### config.mk
export PLATFORM = sky130hd
export DESIGN_NAME = adtc_top
export DESIGN_NICKNAME = d
export VERILOG_FILES = /design/src/design/adtc_cmp_unit.v /design/src/design/adtc_evt_irq.v /design/src/design/adtc_top.v
export VERILOG_INCLUDE_DIRS = /design/src /design/src/design
export SDC_FILE = /design/constraint.sdc
export NUM_CORES = 1
export LEC_CHECK = 0
export ABC_AREA = 0
export BUFFER_PORTS_ARGS = -buffer_cell sky130_fd_sc_hd__buf_2
export CORE_MARGIN = 3
export CORE_UTILIZATION = 30
export DETAILED_ROUTE_END_ITERATION = 10
export GPL_TIMING_DRIVEN = 0
export SLEW_MARGIN = 30
export SYNTH_ARGS = -nofsm -noshare
export SYNTH_HDL_FRONTEND = slang
export SYNTH_SLANG_ARGS = --single-unit
### constraint.sdc
create_clock -name sys_clk -period 6.15 [get_ports sys_clk]
set_input_delay 0.3075 -clock sys_clk [delete_from_list [all_inputs] [get_ports sys_clk]]
set_output_delay 0.3075 -clock sys_clk [all_outputs]
set_load 0.02 [all_outputs]
### src/design/adtc_defines.vh
`ifndef ADTC_DEFINES_VH
`define ADTC_DEFINES_VH

// --------------------------------------------------------------------
// register indices (byte address is four times the index)
// --------------------------------------------------------------------
`define ADTC_IDX_CTRL 16'h4030
`define ADTC_IDX_CMP1 16'h4031
`define ADTC_IDX_CMP2 16'h4032
`define ADTC_IDX_CMP3 16'h4033
`define ADTC_IDX_CMP4 16'h4034
`define ADTC_IDX_IRQ_STAT 16'h4035
`define ADTC_IDX_IRQ_EN 16'h4036
`define ADTC_IDX_IRQ_CLR 16'h4037

// --------------------------------------------------------------------
// field positions
// --------------------------------------------------------------------
`define ADTC_SRC_HI 15
`define ADTC_SRC_LO 13
`define ADTC_DIR_BIT 12
`define ADTC_THR_HI 11
`define ADTC_THR_LO 0
`define ADTC_CTRL_STS_LO 8
`define ADTC_CTRL_STS_HI 11
`define ADTC_CTRL_ENA_LO 0
`define ADTC_CTRL_ENA_HI 3

// --------------------------------------------------------------------
// source codes
// --------------------------------------------------------------------
`define ADTC_SRC_BATT 3'h0
`define ADTC_SRC_GPIO10 3'h1
`define ADTC_SRC_GPIO11 3'h2
`define ADTC_SRC_GPIO12 3'h3
`define ADTC_SRC_TEMP 3'h5
`define ADTC_SRC_SUPPLY 3'h7

// --------------------------------------------------------------------
// reset values and bus timing
// --------------------------------------------------------------------
`define ADTC_CFG_RST 16'h0000
`define ADTC_NIB_RST 4'h0
`define ADTC_WAIT_CYCLES 1

`endif

### src/design/adtc_cmp_unit.v
`timescale 1ns/1ps
`include "adtc_defines.vh"

module adtc_cmp_unit #(
   parameter [0:0] ALLOW_BATT = 1'b0
) (
   input wire sys_clk,
   input wire rst,
   input wire on,
   input wire [15:0] setup,
   input wire result_valid,
   input wire [2:0] result_source,
   input wire [11:0] result_data,
   output reg hit_flag_q,
   output reg hit_pulse_q
);

   // legal source codes; code 0 only where the battery is wired
   function src_legal;
      input [2:0] code;
      input allow_batt;
      begin
         case (code)
            `ADTC_SRC_GPIO10, `ADTC_SRC_GPIO11, `ADTC_SRC_GPIO12,
            `ADTC_SRC_TEMP, `ADTC_SRC_SUPPLY: src_legal = 1'b1;
            `ADTC_SRC_BATT: src_legal = allow_batt;
            default: src_legal = 1'b0;
         endcase
      end
   endfunction

   wire [2:0] sel = setup[`ADTC_SRC_HI:`ADTC_SRC_LO];
   wire [11:0] thr = setup[`ADTC_THR_HI:`ADTC_THR_LO];
   // reserved selections never match any result
   wire src_match = result_valid & src_legal(sel, ALLOW_BATT) &
      (result_source == sel);
   // unsigned compare, direction picks below or at-or-above
   wire met = setup[`ADTC_DIR_BIT] ? (result_data >= thr) :
      (result_data < thr);

   // flag follows the latest matching result; pulse marks a detection
   always @(posedge sys_clk or posedge rst) begin
      if (rst) begin
         hit_flag_q <= 1'b0;
         hit_pulse_q <= 1'b0;
      end else if (!on) begin
         hit_flag_q <= 1'b0;
         hit_pulse_q <= 1'b0;
      end else begin
         hit_pulse_q <= src_match & met;
         if (src_match) begin
            hit_flag_q <= met;
         end
      end
   end

endmodule // adtc_cmp_unit

### src/design/adtc_evt_irq.v
`timescale 1ns/1ps
`include "adtc_defines.vh"

module adtc_evt_irq (
   input wire sys_clk,
   input wire rst,
   input wire [3:0] event_pulse,
   input wire [3:0] clear_bits,
   input wire clear_write,
   input wire [3:0] enable_d,
   input wire enable_write,
   output reg [3:0] status_q,
   output reg [3:0] enable_q,
   output wire irq
);

   // sticky status; an event in the clear cycle survives the clear
   always @(posedge sys_clk or posedge rst) begin
      if (rst) begin
         status_q <= `ADTC_NIB_RST;
      end else if (clear_write) begin
         status_q <= (status_q & ~clear_bits) | event_pulse;
      end else begin
         status_q <= status_q | event_pulse;
      end
   end

   // interrupt enable mask
   always @(posedge sys_clk or posedge rst) begin
      if (rst) begin
         enable_q <= `ADTC_NIB_RST;
      end else if (enable_write) begin
         enable_q <= enable_d;
      end
   end

   assign irq = |(status_q & enable_q);

endmodule // adtc_evt_irq

### src/design/adtc_top.v
// Notes on behaviour
// - Comparators one to three pick GPIO10/11/12, chip temperature or supply by codes 1,2,3,5,7 in bits 15:13; 0, 4, 6 select nothing.
// - Comparator four uses the same codes but code 0 selects the backup battery.
// - Direction bit 12 at 0 flags a result strictly below the threshold, at 1 a result at or above it.
// - Each comparator holds a 12-bit unsigned threshold in bits 11:0 compared unsigned with the result.
// - Four comparators each with own source, direction and threshold, all zero after reset.
// - Control bits 3:0 enable comparators four to one, reset disabled; a disabled one neither evaluates nor flags.
// - Control bits 11:8 show for comparators four to one whether the chosen condition was met.
`timescale 1ns/1ps
`include "adtc_defines.vh"

module adtc_top (
   input wire sys_clk,
   input wire rst,
   input wire [17:0] avs_address,
   input wire avs_read,
   input wire avs_write,
   input wire [31:0] avs_writedata,
   input wire [3:0] avs_byteenable,
   output reg [31:0] avs_readdata,
   output wire avs_waitrequest,
   input wire adc_result_valid,
   input wire [2:0] adc_result_source,
   input wire [11:0] adc_result_data,
   output wire irq
);

   // --------------------------------------------------------------------
   // register storage
   // --------------------------------------------------------------------
   reg [15:0] cfg_q [0:3];
   reg [3:0] cmp_on_q;
   reg ack_q;
   wire [3:0] hit_flag;
   wire [3:0] hit_pulse;
   wire [3:0] irq_status;
   wire [3:0] irq_enable;

   wire [15:0] idx = avs_address[17:2];
   wire req = avs_read | avs_write;
   // write commits on the edge where waitrequest is low
   wire wr_go = avs_write & ack_q;
   // read data is captured one edge before it is presented
   wire rd_load = avs_read & ~ack_q;

   // byte-lane merge for the 16-bit registers; upper lanes ignored
   function [15:0] lane_merge;
      input [15:0] old_val;
      input [31:0] wdata;
      input [3:0] be;
      begin
         lane_merge[7:0] = be[0] ? wdata[7:0] : old_val[7:0];
         lane_merge[15:8] = be[1] ? wdata[15:8] : old_val[15:8];
      end
   endfunction

   // index of a comparator setup register, or 3'h4 if none
   function [2:0] cmp_slot;
      input [15:0] a;
      begin
         case (a)
            `ADTC_IDX_CMP1: cmp_slot = 3'h0;
            `ADTC_IDX_CMP2: cmp_slot = 3'h1;
            `ADTC_IDX_CMP3: cmp_slot = 3'h2;
            `ADTC_IDX_CMP4: cmp_slot = 3'h3;
            default: cmp_slot = 3'h4;
         endcase
      end
   endfunction

   wire [2:0] slot = cmp_slot(idx);

   // --------------------------------------------------------------------
   // bus handshake
   // --------------------------------------------------------------------
   // one wait state per access; ack drops after the accepting edge so a
   // held request is not taken again until after a fresh wait state
   always @(posedge sys_clk or posedge rst) begin
      if (rst) begin
         ack_q <= 1'b0;
      end else begin
         ack_q <= req & ~ack_q;
      end
   end

   assign avs_waitrequest = req & ~ack_q;

   // --------------------------------------------------------------------
   // comparator setup registers
   // --------------------------------------------------------------------
   genvar gi;
   generate
      for (gi = 0; gi < 4; gi = gi + 1) begin : g_cfg
         // each comparator keeps its own source, direction, threshold
         always @(posedge sys_clk or posedge rst) begin
            if (rst) begin
               cfg_q[gi] <= `ADTC_CFG_RST;
            end else if (wr_go && slot == gi) begin
               cfg_q[gi] <= lane_merge(cfg_q[gi], avs_writedata,
                  avs_byteenable);
            end
         end
      end
   endgenerate

   // --------------------------------------------------------------------
   // control register: enables writable, flags read-only
   // --------------------------------------------------------------------
   always @(posedge sys_clk or posedge rst) begin
      if (rst) begin
         cmp_on_q <= `ADTC_NIB_RST;
      end else if (wr_go && idx == `ADTC_IDX_CTRL && avs_byteenable[0]) begin
         cmp_on_q <= avs_writedata[`ADTC_CTRL_ENA_HI:`ADTC_CTRL_ENA_LO];
      end
   end

   // --------------------------------------------------------------------
   // comparators
   // --------------------------------------------------------------------
   generate
      for (gi = 0; gi < 4; gi = gi + 1) begin : g_cmp
         // only the fourth unit has the battery wired to code 0
         adtc_cmp_unit #(
            .ALLOW_BATT((gi == 3) ? 1'b1 : 1'b0)
         ) u_cmp (
            .sys_clk(sys_clk),
            .rst(rst),
            .on(cmp_on_q[gi]),
            .setup(cfg_q[gi]),
            .result_valid(adc_result_valid),
            .result_source(adc_result_source),
            .result_data(adc_result_data),
            .hit_flag_q(hit_flag[gi]),
            .hit_pulse_q(hit_pulse[gi])
         );
      end
   endgenerate

   // --------------------------------------------------------------------
   // interrupt status, enable and clear
   // --------------------------------------------------------------------
   adtc_evt_irq u_irq (
      .sys_clk(sys_clk),
      .rst(rst),
      .event_pulse(hit_pulse),
      .clear_bits(avs_writedata[3:0]),
      .clear_write(wr_go && idx == `ADTC_IDX_IRQ_CLR && avs_byteenable[0]),
      .enable_d(avs_writedata[3:0]),
      .enable_write(wr_go && idx == `ADTC_IDX_IRQ_EN && avs_byteenable[0]),
      .status_q(irq_status),
      .enable_q(irq_enable),
      .irq(irq)
   );

   // --------------------------------------------------------------------
   // read data
   // --------------------------------------------------------------------
   // unmapped and write-only locations read as zero
   reg [31:0] rd_mux;
   always @* begin
      rd_mux = 32'h0000_0000;
      case (idx)
         `ADTC_IDX_CTRL: begin
            rd_mux[`ADTC_CTRL_STS_HI:`ADTC_CTRL_STS_LO] = hit_flag;
            rd_mux[`ADTC_CTRL_ENA_HI:`ADTC_CTRL_ENA_LO] = cmp_on_q;
         end
         `ADTC_IDX_CMP1: rd_mux[15:0] = cfg_q[0];
         `ADTC_IDX_CMP2: rd_mux[15:0] = cfg_q[1];
         `ADTC_IDX_CMP3: rd_mux[15:0] = cfg_q[2];
         `ADTC_IDX_CMP4: rd_mux[15:0] = cfg_q[3];
         `ADTC_IDX_IRQ_STAT: rd_mux[3:0] = irq_status;
         `ADTC_IDX_IRQ_EN: rd_mux[3:0] = irq_enable;
         default: rd_mux = 32'h0000_0000;
      endcase
   end

   // data is registered so it stands steady on the accepting edge
   always @(posedge sys_clk or posedge rst) begin
      if (rst) begin
         avs_readdata <= 32'h0000_0000;
      end else if (rd_load) begin
         avs_readdata <= rd_mux;
      end
   end

endmodule // adtc_top

# After elaboration in Yosys (flattened, before gate mapping)

Cells that the tools add are included.

Bitwise logic cells: 22
Reduce and logical (&&, ||, !) cells: 25
$lt $le $gt $ge: 8
Equal/unequal tests: 39
Muxes and demuxes: 26

Operators with widths:

| operator                                              | number |
|---|---|
| equality test 16 x 15 -> 1 bit, second input constant | 8 |
| >= comparator 12 bit                                  | 4 |
| less-than comparator 12 bit                           | 4 |
| one-hot mux 4 bit (4 select lines)                    | 2 |
| equality test 3 x 2 -> 1 bit, second input constant   | 10 |
| one-hot mux 4 bit (7 select lines)                    | 1 |
| equality test 3 bit, second input constant            | 8 |
| 2-to-1 mux 1 bit                                      | 20 |
| one-hot mux 4 bit (5 select lines)                    | 1 |
| AND reduction 2 bit                                   | 8 |
| AND 1 bit                                             | 15 |
| equality test 3 x 1 -> 1 bit, second input constant   | 5 |
| OR reduction 5 bit                                    | 3 |
| equality test 3 bit                                   | 4 |
| one-hot mux 3 bit (4 select lines)                    | 1 |
| logical AND 1 bit                                     | 10 |
| AND 4 bit                                             | 2 |
| inequality test 2 x 1 -> 1 bit, second input constant | 4 |
| bitwise OR 4 bit                                      | 2 |
| zero test 3 bit                                       | 2 |
| OR reduction 6 bit                                    | 1 |
| 2-to-1 mux 4 bit                                      | 1 |
| NOT 4 bit                                             | 1 |
| OR reduction 4 bit                                    | 1 |
| 2 further kinds                                       | 2 |

Output and inout port bits: 34
Bits in registers: 101
Input bits: 74

# Logic depth before layout (Yosys ltp)

Gate-level depths: netlist (run 1).

Depth after elaboration: 7
Mapped depth: 8
Depth with buffers taken out: 8

# By module

From an unflattened synthesis (run 1), not the netlist that was laid out.

Cells, all modules: 618
Area total of the unflattened synthesis: 6471.2 µm²

By module, submodules not included:

| module                             | cells an instance | area an instance (µm²) | instances |
|---|---|---|---|
| adtc_top                           | 336               | 4152.7                 | 1 |
| adtc_cmp_unit (g_cmp[0].u_cmp ...) | 67                | 515.5                  | 3 |
| adtc_cmp_unit (g_cmp[3].u_cmp)     | 57                | 459.2                  | 1 |
| adtc_evt_irq                       | 24                | 312.8                  | 1 |

# Worst setup path after synthesis (run 1)

Ideal clock, no wire load.

Path kind: input port to flip-flop
Start point: input port avs_address[11]
End point: register cfg_q[48] (netlist name)
Data required time: 6.025 ns
Path buffers: 0
Setup time: 0.125 ns
Data arrival time: 1.784 ns
Setup slack: 4.242 ns
Cell stages on the path: 6
Cell sequence: nor4_4 > nand4_4 > nor2_4 > inv_2 > nor2_8 > mux2_2

Word-level cells in the longest chain between the ends: 5
Elaborated cells on any way between the ends: 8
Those cells by class: eq/ne (4); mux (1); reduce/logical (3)

RTL lines:

| element                                | line          | text |
|---|---|---|
| start: declaration                     | adtc_top.v:15 | `input wire [17:0] avs_address,` |
| equality test 16 x 15 -> 1 bit         | adtc_top.v:61 | `case (a)` |
| one-hot mux 3 bit (4 select lines) (*) | adtc_top.v:61 |  |
| zero test 3 bit (*)                    | adtc_top.v:98 | `end else if (wr_go && slot == gi) begin` |
| logical AND 1 bit (*)                  | adtc_top.v:98 |  |
| AND reduction 2 bit (no line) (*)      | --            |  |
| end signal: indexed assignment         | adtc_top.v:97 | `` cfg_q[gi] <= `ADTC_CFG_RST; `` |
| end signal: indexed assignment         | adtc_top.v:99 | `cfg_q[gi] <= lane_merge(cfg_q[gi], avs_writedata,` |
| end: declaration                       | adtc_top.v:31 | `reg [15:0] cfg_q [0:3];` |

Mark *: on every way between the ends. The rest lies on a longest branch, timed or not.
A chain may end at the register's enable or synchronous reset.

# Worst setup path after layout (run 1)

Start point: register cfg_q[7] (netlist name)
End point: register g_cmp[3].u_cmp.hit_flag_q

Word-level cells in the longest chain between the ends: 4
Elaborated cells on any way between the ends: 5
Those cells by class: order compare (2); mux (3)

RTL lines:

| element                                                                    | line                                   | text |
|---|---|---|
| less-than comparator 12 bit / >= comparator 12 bit (equally long branches) | adtc_cmp_unit.v:39, adtc_cmp_unit.v:38 |  |
| 2-to-1 mux 1 bit (*)                                                       | adtc_cmp_unit.v:38                     | `` wire met = setup[`ADTC_DIR_BIT] ? (result_data >= thr) : `` |
| 2-to-1 mux 1 bit (*)                                                       | adtc_cmp_unit.v:51                     | `if (src_match) begin` |
| 2-to-1 mux 1 bit (*)                                                       | adtc_cmp_unit.v:46                     | `end else if (!on) begin` |
| end signal: assignment                                                     | adtc_cmp_unit.v:52                     | `hit_flag_q <= met;` |
| end: declaration                                                           | adtc_cmp_unit.v:14                     | `output reg hit_flag_q,` |

Mark *: on every way between the ends. The rest lies on a longest branch, timed or not. The select of a mux whose other input is x is not followed.

==> results of run 1 <==
==> routing by layer <==
metal,share of wire [%],routed length (um),global-route usage [%],vias up
li1,-,-,-,2366
met1,47,8096,22.04,2415
met2,46,7901,25.07,134
met3,4.6,794,2.681,22
met4,1.9,330,4.804,0
met5,0,0,0,-
==> per-stage QoR <==
step | power, mW | cells | hold WS (ns) | util [%] | worst slack, ns
floorplan | 0.7643 | 628 | 0.4044 | - | 3.195
global placement | 0.8183 | 960 | 0.4101 | 34.51 | 1.863
detailed placement | 0.8223 | 961 | 0.4002 | 34.68 | 3.646
CTS | 1.394 | 977 | 0.01810 | 36.19 | 3.825
global route | 1.433 | 977 | 0.04720 | 36.19 | 3.628
finish | 1.382 | 977 | 0.001162 | 36.19 | 3.754
==> power groups by stage <==
| stage | clock (mW) | sequential [mW] | combinational (mW) |
|---|---|---|---|
| 6_report | 0.573 | 0.671 | 0.138 |
| 5_1_grt | 0.607 | 0.671 | 0.155 |
| 4_1_cts | 0.584 | 0.671 | 0.139 |
| 3_5_place_dp | 0 | 0.684 | 0.138 |
| 3_3_place_gp | 0 | 0.684 | 0.134 |
| 2_1_floorplan | 0 | 0.682 | 0.0820 |
==> worst paths after layout <==
path                                                         end
max reg2reg                g_cmp[3].u_cmp.hit_flag_q$_DFFE_PP0P_
max                        g_cmp[3].u_cmp.hit_flag_q$_DFFE_PP0P_
min reg2reg                          u_irq.status_q[3]$_DFF_PP0_
min in group sys_clk                       cfg_q[22]$_DFFE_PP0P_
max in group asynchronous                  cfg_q[61]$_DFFE_PP0P_
min                                  avs_readdata[4]$_DFFE_PP0P_
==> final cells by class <==
| cell class | instances | area [um^2] | area share (%) |
|---|---|---|---|
| Clock inverter | 3 | 17.52 | 0.2455 |
| Sequential cell | 101 | 2527 | 35.42 |
| Clock buffer | 13 | 280.3 | 3.928 |
| Timing Repair Buffer | 68 | 362.8 | 5.085 |
| Tap cell | 265 | 331.6 | 4.647 |
| Buffer | 35 | 196.4 | 2.753 |
| Inverter | 53 | 203.9 | 2.858 |
| Multi-Input combinational cell | 439 | 3216 | 45.06 |
==> registers in the layout, indices dropped and copies added, names as in the netlist <==
register                 cells
cfg_q                       64
avs_readdata                16
cmp_on_q                     4
g_cmp.u_cmp.hit_flag_q       4
g_cmp.u_cmp.hit_pulse_q      4
u_irq.enable_q               4
u_irq.status_q               4
ack_q                        1
==> logic make-up (layout without fill, tap and decap cells) <==
logic type | Yosys count | count (layout) | synth area share (%)
buf+inv | 88 | 172 | 6.501
mux | 57 | 57 | 10.49
flops | 101 | 101 | 41.56
other cells | 1 | 16 | 0.06166
simple gates | 165 | 165 | 14.77
xor+xnor | 4 | 4 | 0.5760
compound gates | 149 | 149 | 16.17
fa+ha+maj | 48 | 48 | 9.875
==> cells in the final DEF, fill, tap and decap left out, types with 14 or more instances in the layout <==
cell / count
buf_4: 16
dfrtp_1: 101
ha_1: 48
nor2_1: 19
clkbuf_1: 14
mux2_2: 54
nand2_1: 75
conb_1: 16
buf_2: 71
inv_1: 50
o21ai_0: 58
a21oi_1: 22
==> worst reg2reg max path: cells and delay by family (launching register included) <==
| family | cells | cell delay, ns |
|---|---|---|
| flip-flops | 1 | 0.41 |
| buffers and inverters | 1 | 0.06 |
| adder cells (fa/ha/maj) | 1 | 0.30 |
| AO/OA/AOI/OAI | 5 | 1.12 |
| AND/OR/NAND/NOR | 1 | 0.44 |
==> results.toml, run 1 <==
[sta]
fin_setup_tns_ns = 0
clock.fmax_ghz = 0.4174
rsz0062_at_grt = "no"
clock_skew_ns = 0.008525
max-slew-margin-rel_pct = 40.51
worst_pin_slew_ns = 0.8923
fin_crit_ns = 2.396
final_max_slew_viol_count = 0
finalHoldViolCount = 0
setup_violations = 0
period_share_pct = 38.95

[detailed_routing]
wl_per_cell_um = 17.53
drt_pass1_iterations = 5
drtIter0Drc = 320
drc_errors = 0
antenna_left = 0
wl_mm = 17.12
dr_total_vias = 4937
viasPerCell = 5.053

[clock_tree]
cts_htree_levels = 3
path_clk_slew_ns = 0.07
clock_path_buffers = 2
postCtsSetupRepairBufs = 0
cts_tree = "done"
postCtsHoldBufs = 0
post_cts_resized = 0
numCtsBuffers = 9
clk_latency_ns = 0.35
cts_root_buf = "clkbuf_16"
cts_sinks = 101

[floorplan]
rows = 51
core_um2 = 19720
num_io_pins = 108
die_h_um = 148.4
die_w_um = 148.4
start_util_pct = 30.85
die-area_um2 = 22020

[finish]
fin_area_um2 = 7136
num_antenna_cells = 0
final_nets = 829
fill_cells = 1984
drive_gt1_share_pct = 24.72
area_delta_synth_final_pct = 17.32

[worst_setup_path]
start_kind = "flop"
critical_path_depth = 8
slowest_delay_ns = 0.54
required_ns = 6.44
startpoint = "cfg_q[7]$_DFFE_PP0P_"
critical_path.cell_chain = "inv_1 > ha_1 > a21oi_1 > o21ai_0 > a221oi_1 > a21oi_1 > nor4b_1 > a31o_2"
endpoint_kind = "flop"
cp_slowest_cell = "a221oi_1"
cpLargestDelayFamily = "compound AO/OA/AOI/OAI gates"
cpMostUsedCell = "a21oi_1"
worst-path-buf-inv = 1
crit_type = "flop to flop"
critical_path.max_fanout = 3
r2r_cells = 8
critPathArrivalTime_ns = 2.69
reg2reg_slack_ns = 3.75
reg2reg_from = "cfg_q[7]$_DFFE_PP0P_"

[logic_synthesis]
ys_async_sr_fraction_pct = 100.0
yosysMostFrequentCell = "dfrtp_1"
ys_seq_area_share_pct = 41.56
synth_commonest_cells = "dfrtp_1 (101), nand2_1 (75), o21ai_0 (58), mux2_2 (54), inv_1 (51)"
synth-seq-cells = 101
ys_warn_count = 0
yosys.area.top_type = "dfrtp_1"
syn_area_um2 = 6082
synthFlopType = "dfrtp_1"
syn_area_per_cell_um2 = 9.922
synth_edf_count = 0
ys_top_cells_by_area = "dfrtp_1 (42%), mux2_2 (10%), ha_1 (9.9%)"
synth_top_area_share_pct = 41.56
synth_cells = 613
synthDistinctLibCells = 61

[status]
outcome = "completed"

[pwr]
p_comb_share_pct = 10.0
swShare_pct = 25.22
peakVddDrop_v = 0.0001069
p_int_mw = 1.034
power_frac_clock_pct = 41.5
power.switching_uw = 348.7
leakagePower_nw = 3.530
p_per_area_nw_per_um2 = 193.7
p_seq_share_pct = 48.5

[global_routing]
grt_pass1_wl_mm = 26.92
grt_pass1_vias = 4801
antenna_found_initial = 0
grt.overflow.total = 0
grt_max_degree = 54
grtUsageTotal_pct = 15.75

[placement]
port_buffers = 67
dp_hpwl_mm = 13.38
globalplace.congestion = 0.8594
dpl-instance-area_um2 = 6838

[worst_hold_path]
holdCritPathClass = "input port to asynchronous set/reset pin"

[run]
max-cap-violations = 0
Note: power is estimated with default switching activity, not from simulation.
==> run 2, diff against run 1 <==
Clock period 6.15 ns to 2 ns, I/O delays scaled along.
==> run 2 against run 1 <==
Net effect:
- the flow now finishes with violations (setup timing)
- sequential power grew to 3.1 times the previous value
- clock skew rose by 0.0023 ns
- combinational power grew to 3.3 times the previous value
- maximum frequency grew 19%
- global-route usage increased by 0.17 points
- final cell count up 0.72%
- first-iteration DRC count increased by 9.7%
- non-clock buffer count rose by 8
- utilization rose by 1.3 points
- total power grew to 3.3 times the previous value
- routed wire length increased by 0.99%
- die area stayed put
- highest routed layer unchanged
==> results.toml, run 2 (same netlist as run 1, synthesis figures left out) <==
[placement]
dp_hpwl_mm = 13.40
dpl-instance-area_um2 = 6869
globalplace.congestion = 0.8667
port_buffers = 67

[finish]
final_cell_mix = "dfrtp_1 (101), nand2_1 (75), buf_2 (71), o21ai_0 (56), mux2_2 (54)"
num_antenna_cells = 0
top_regs = "cfg_q: 64 flops, avs_readdata: 16 flops"
final_common_cell = "dfrtp_1"
area_delta_synth_final_pct = 21.68
final_nets = 837
largest_reg_flops = 64
top_register = "cfg_q"
fin_area_um2 = 7401
drive_gt1_share_pct = 27.12

[detailed_routing]
drc_errors = 0
dr_total_vias = 5034
wl_mm = 17.29
drt_pass1_iterations = 5
antenna_left = 0
drtIter0Drc = 351
wl_per_cell_um = 17.57
viasPerCell = 5.116

[clock_tree]
cts_htree_levels = 3
clock_path_buffers = 2
cts_root_buf = "clkbuf_16"
numCtsBuffers = 9
path_clk_slew_ns = 0.07
clk_latency_ns = 0.36
cts_tree = "done"
cts_sinks = 101

[global_routing]
grtUsageTotal_pct = 15.92
grt_max_degree = 30
grt_pass1_wl_mm = 27.11
grt_pass1_vias = 4995
grt.overflow.total = 0
antenna_found_initial = 1

[worst_setup_path]
critical_path.cell_chain = "inv_1 > ha_4 > a21oi_2 > o21ai_1 > a221oi_2 > o2111ai_1 > nor4b_4 > a31o_2"
crit_type = "flop to flop"
critPathArrivalTime_ns = 2.25
start_kind = "flop"
slowest_delay_ns = 0.41
reg2reg_slack_ns = -0.01
rr_endpoint = "g_cmp[3].u_cmp.hit_flag_q$_DFFE_PP0P_"
endpoint_kind = "flop"
cp_slowest_cell = "dfrtp_1"
critical_path.max_fanout = 3
required_ns = 2.24
startpoint = "cfg_q[5]$_DFFE_PP0P_"
reg2reg_from = "cfg_q[5]$_DFFE_PP0P_"
r2r_cells = 8
endpoint = "g_cmp[3].u_cmp.hit_flag_q$_DFFE_PP0P_"

[pwr]
leakagePower_nw = 3.641
p_per_area_nw_per_um2 = 618.8
peakVddDrop_v = 0.0003338
totalPowerFinal_mw = 4.579

[sta]
clock.fmax_ghz = 0.4972
clock_skew_ns = 0.01084
fin_ws_ns = -0.01135
period_share_pct = 100.6
max-slew-margin-rel_pct = 44.81
fin_crit_ns = 2.011
rsz0062_at_grt = "yes"
worst_pin_slew_ns = 0.8278
setup_violations = 1
final_max_slew_viol_count = 0
finalHoldViolCount = 0

[status]
outcome = "finished with violations"
violations = "setup timing"

[floorplan]
num_io_pins = 108
core_um2 = 19720
die_h_um = 148.4
start_util_pct = 30.85
die-area_um2 = 22020
die_w_um = 148.4
rows = 51

[worst_hold_path]
holdCritPathClass = "input port to flop"

[run]
max-cap-violations = 0
-- run 2: timing repair --
item	4_1_cts	5_1_grt
setup buffers	0	2
hold buffers	5	0
endpoints found under the hold margin	28	0
endpoints found under the setup margin	26	28
gates resized for setup	10	13
pin swaps	4	5
cloned	0	0
-- run 2: layer usage --
layer	GRT usage [%]	wire [um]
met1	21.84	8060
met2	25.33	7842
met3	3.717	1059
met4	4.388	330
met5	0	0
-- run 2: cell type report --
cell class	instances	area, um^2
buffer	34	193.9
clock inverter	4	95.09
tap	265	331.6
inverter	53	202.7
multi-input combinational	439	3337
fill	1955	12320
sequential	101	2527
timing repair buffer	77	460.4
clock buffer	11	252.7
-- run 2: how the worst min path moves through the flow --
stage / startpoint / to / slack (ns) / cells past startpoint
CTS: avs_writedata[8] / cfg_q[24]$_DFFE_PP0P_ / 0.002 / 3
floorplan: avs_writedata[1] / cfg_q[17]$_DFFE_PP0P_ / 0.22 / 2
finish: avs_writedata[10] / cfg_q[42]$_DFFE_PP0P_ / 0.01 / 3
global placement: avs_writedata[5] / cfg_q[37]$_DFFE_PP0P_ / 0.35 / 3
detailed placement: rst / avs_readdata[0]$_DFFE_PP0P_ / 0.20 / 2
global route: avs_writedata[8] / cfg_q[24]$_DFFE_PP0P_ / 0.02 / 3
-- run 2: critical path, delay by kind of cell, from the launching register on --
| kind | cells | cell delay (ns) |
|---|---|---|
| AOI/OAI and AO/OA | 5 | 1.01 |
| DFF | 1 | 0.41 |
| adders and majority gates | 1 | 0.21 |
| and+or+nand+nor | 1 | 0.17 |
| buffers and inverters | 1 | 0.10 |
-- run 2: stage by stage --
step | std cells | hold slack, ns | utilization, % | setup slack [ns] | setup TNS (ns)
2_1_floorplan | 628 | 0.2168 | - | 0.1984 | 0
3_3_place_gp | 960 | 0.3513 | 34.53 | -0.2816 | -13.57
3_5_place_dp | 963 | 0.2043 | 34.84 | -0.2959 | -10.17
4_1_cts | 982 | 0.002067 | 37.13 | -0.02269 | -0.02269
5_1_grt | 984 | 0.01945 | 37.53 | -0.08904 | -0.08904
6_report | 984 | 0.01102 | 37.53 | -0.01135 | -0.01135
-- run 2: report_power, final --
part | total (mW) | switching, mW | internal (mW)
registers | 2.07 | 0.0140 | 2.05
logic | 0.456 | 0.287 | 0.169
clock network | 2.06 | 0.774 | 1.28
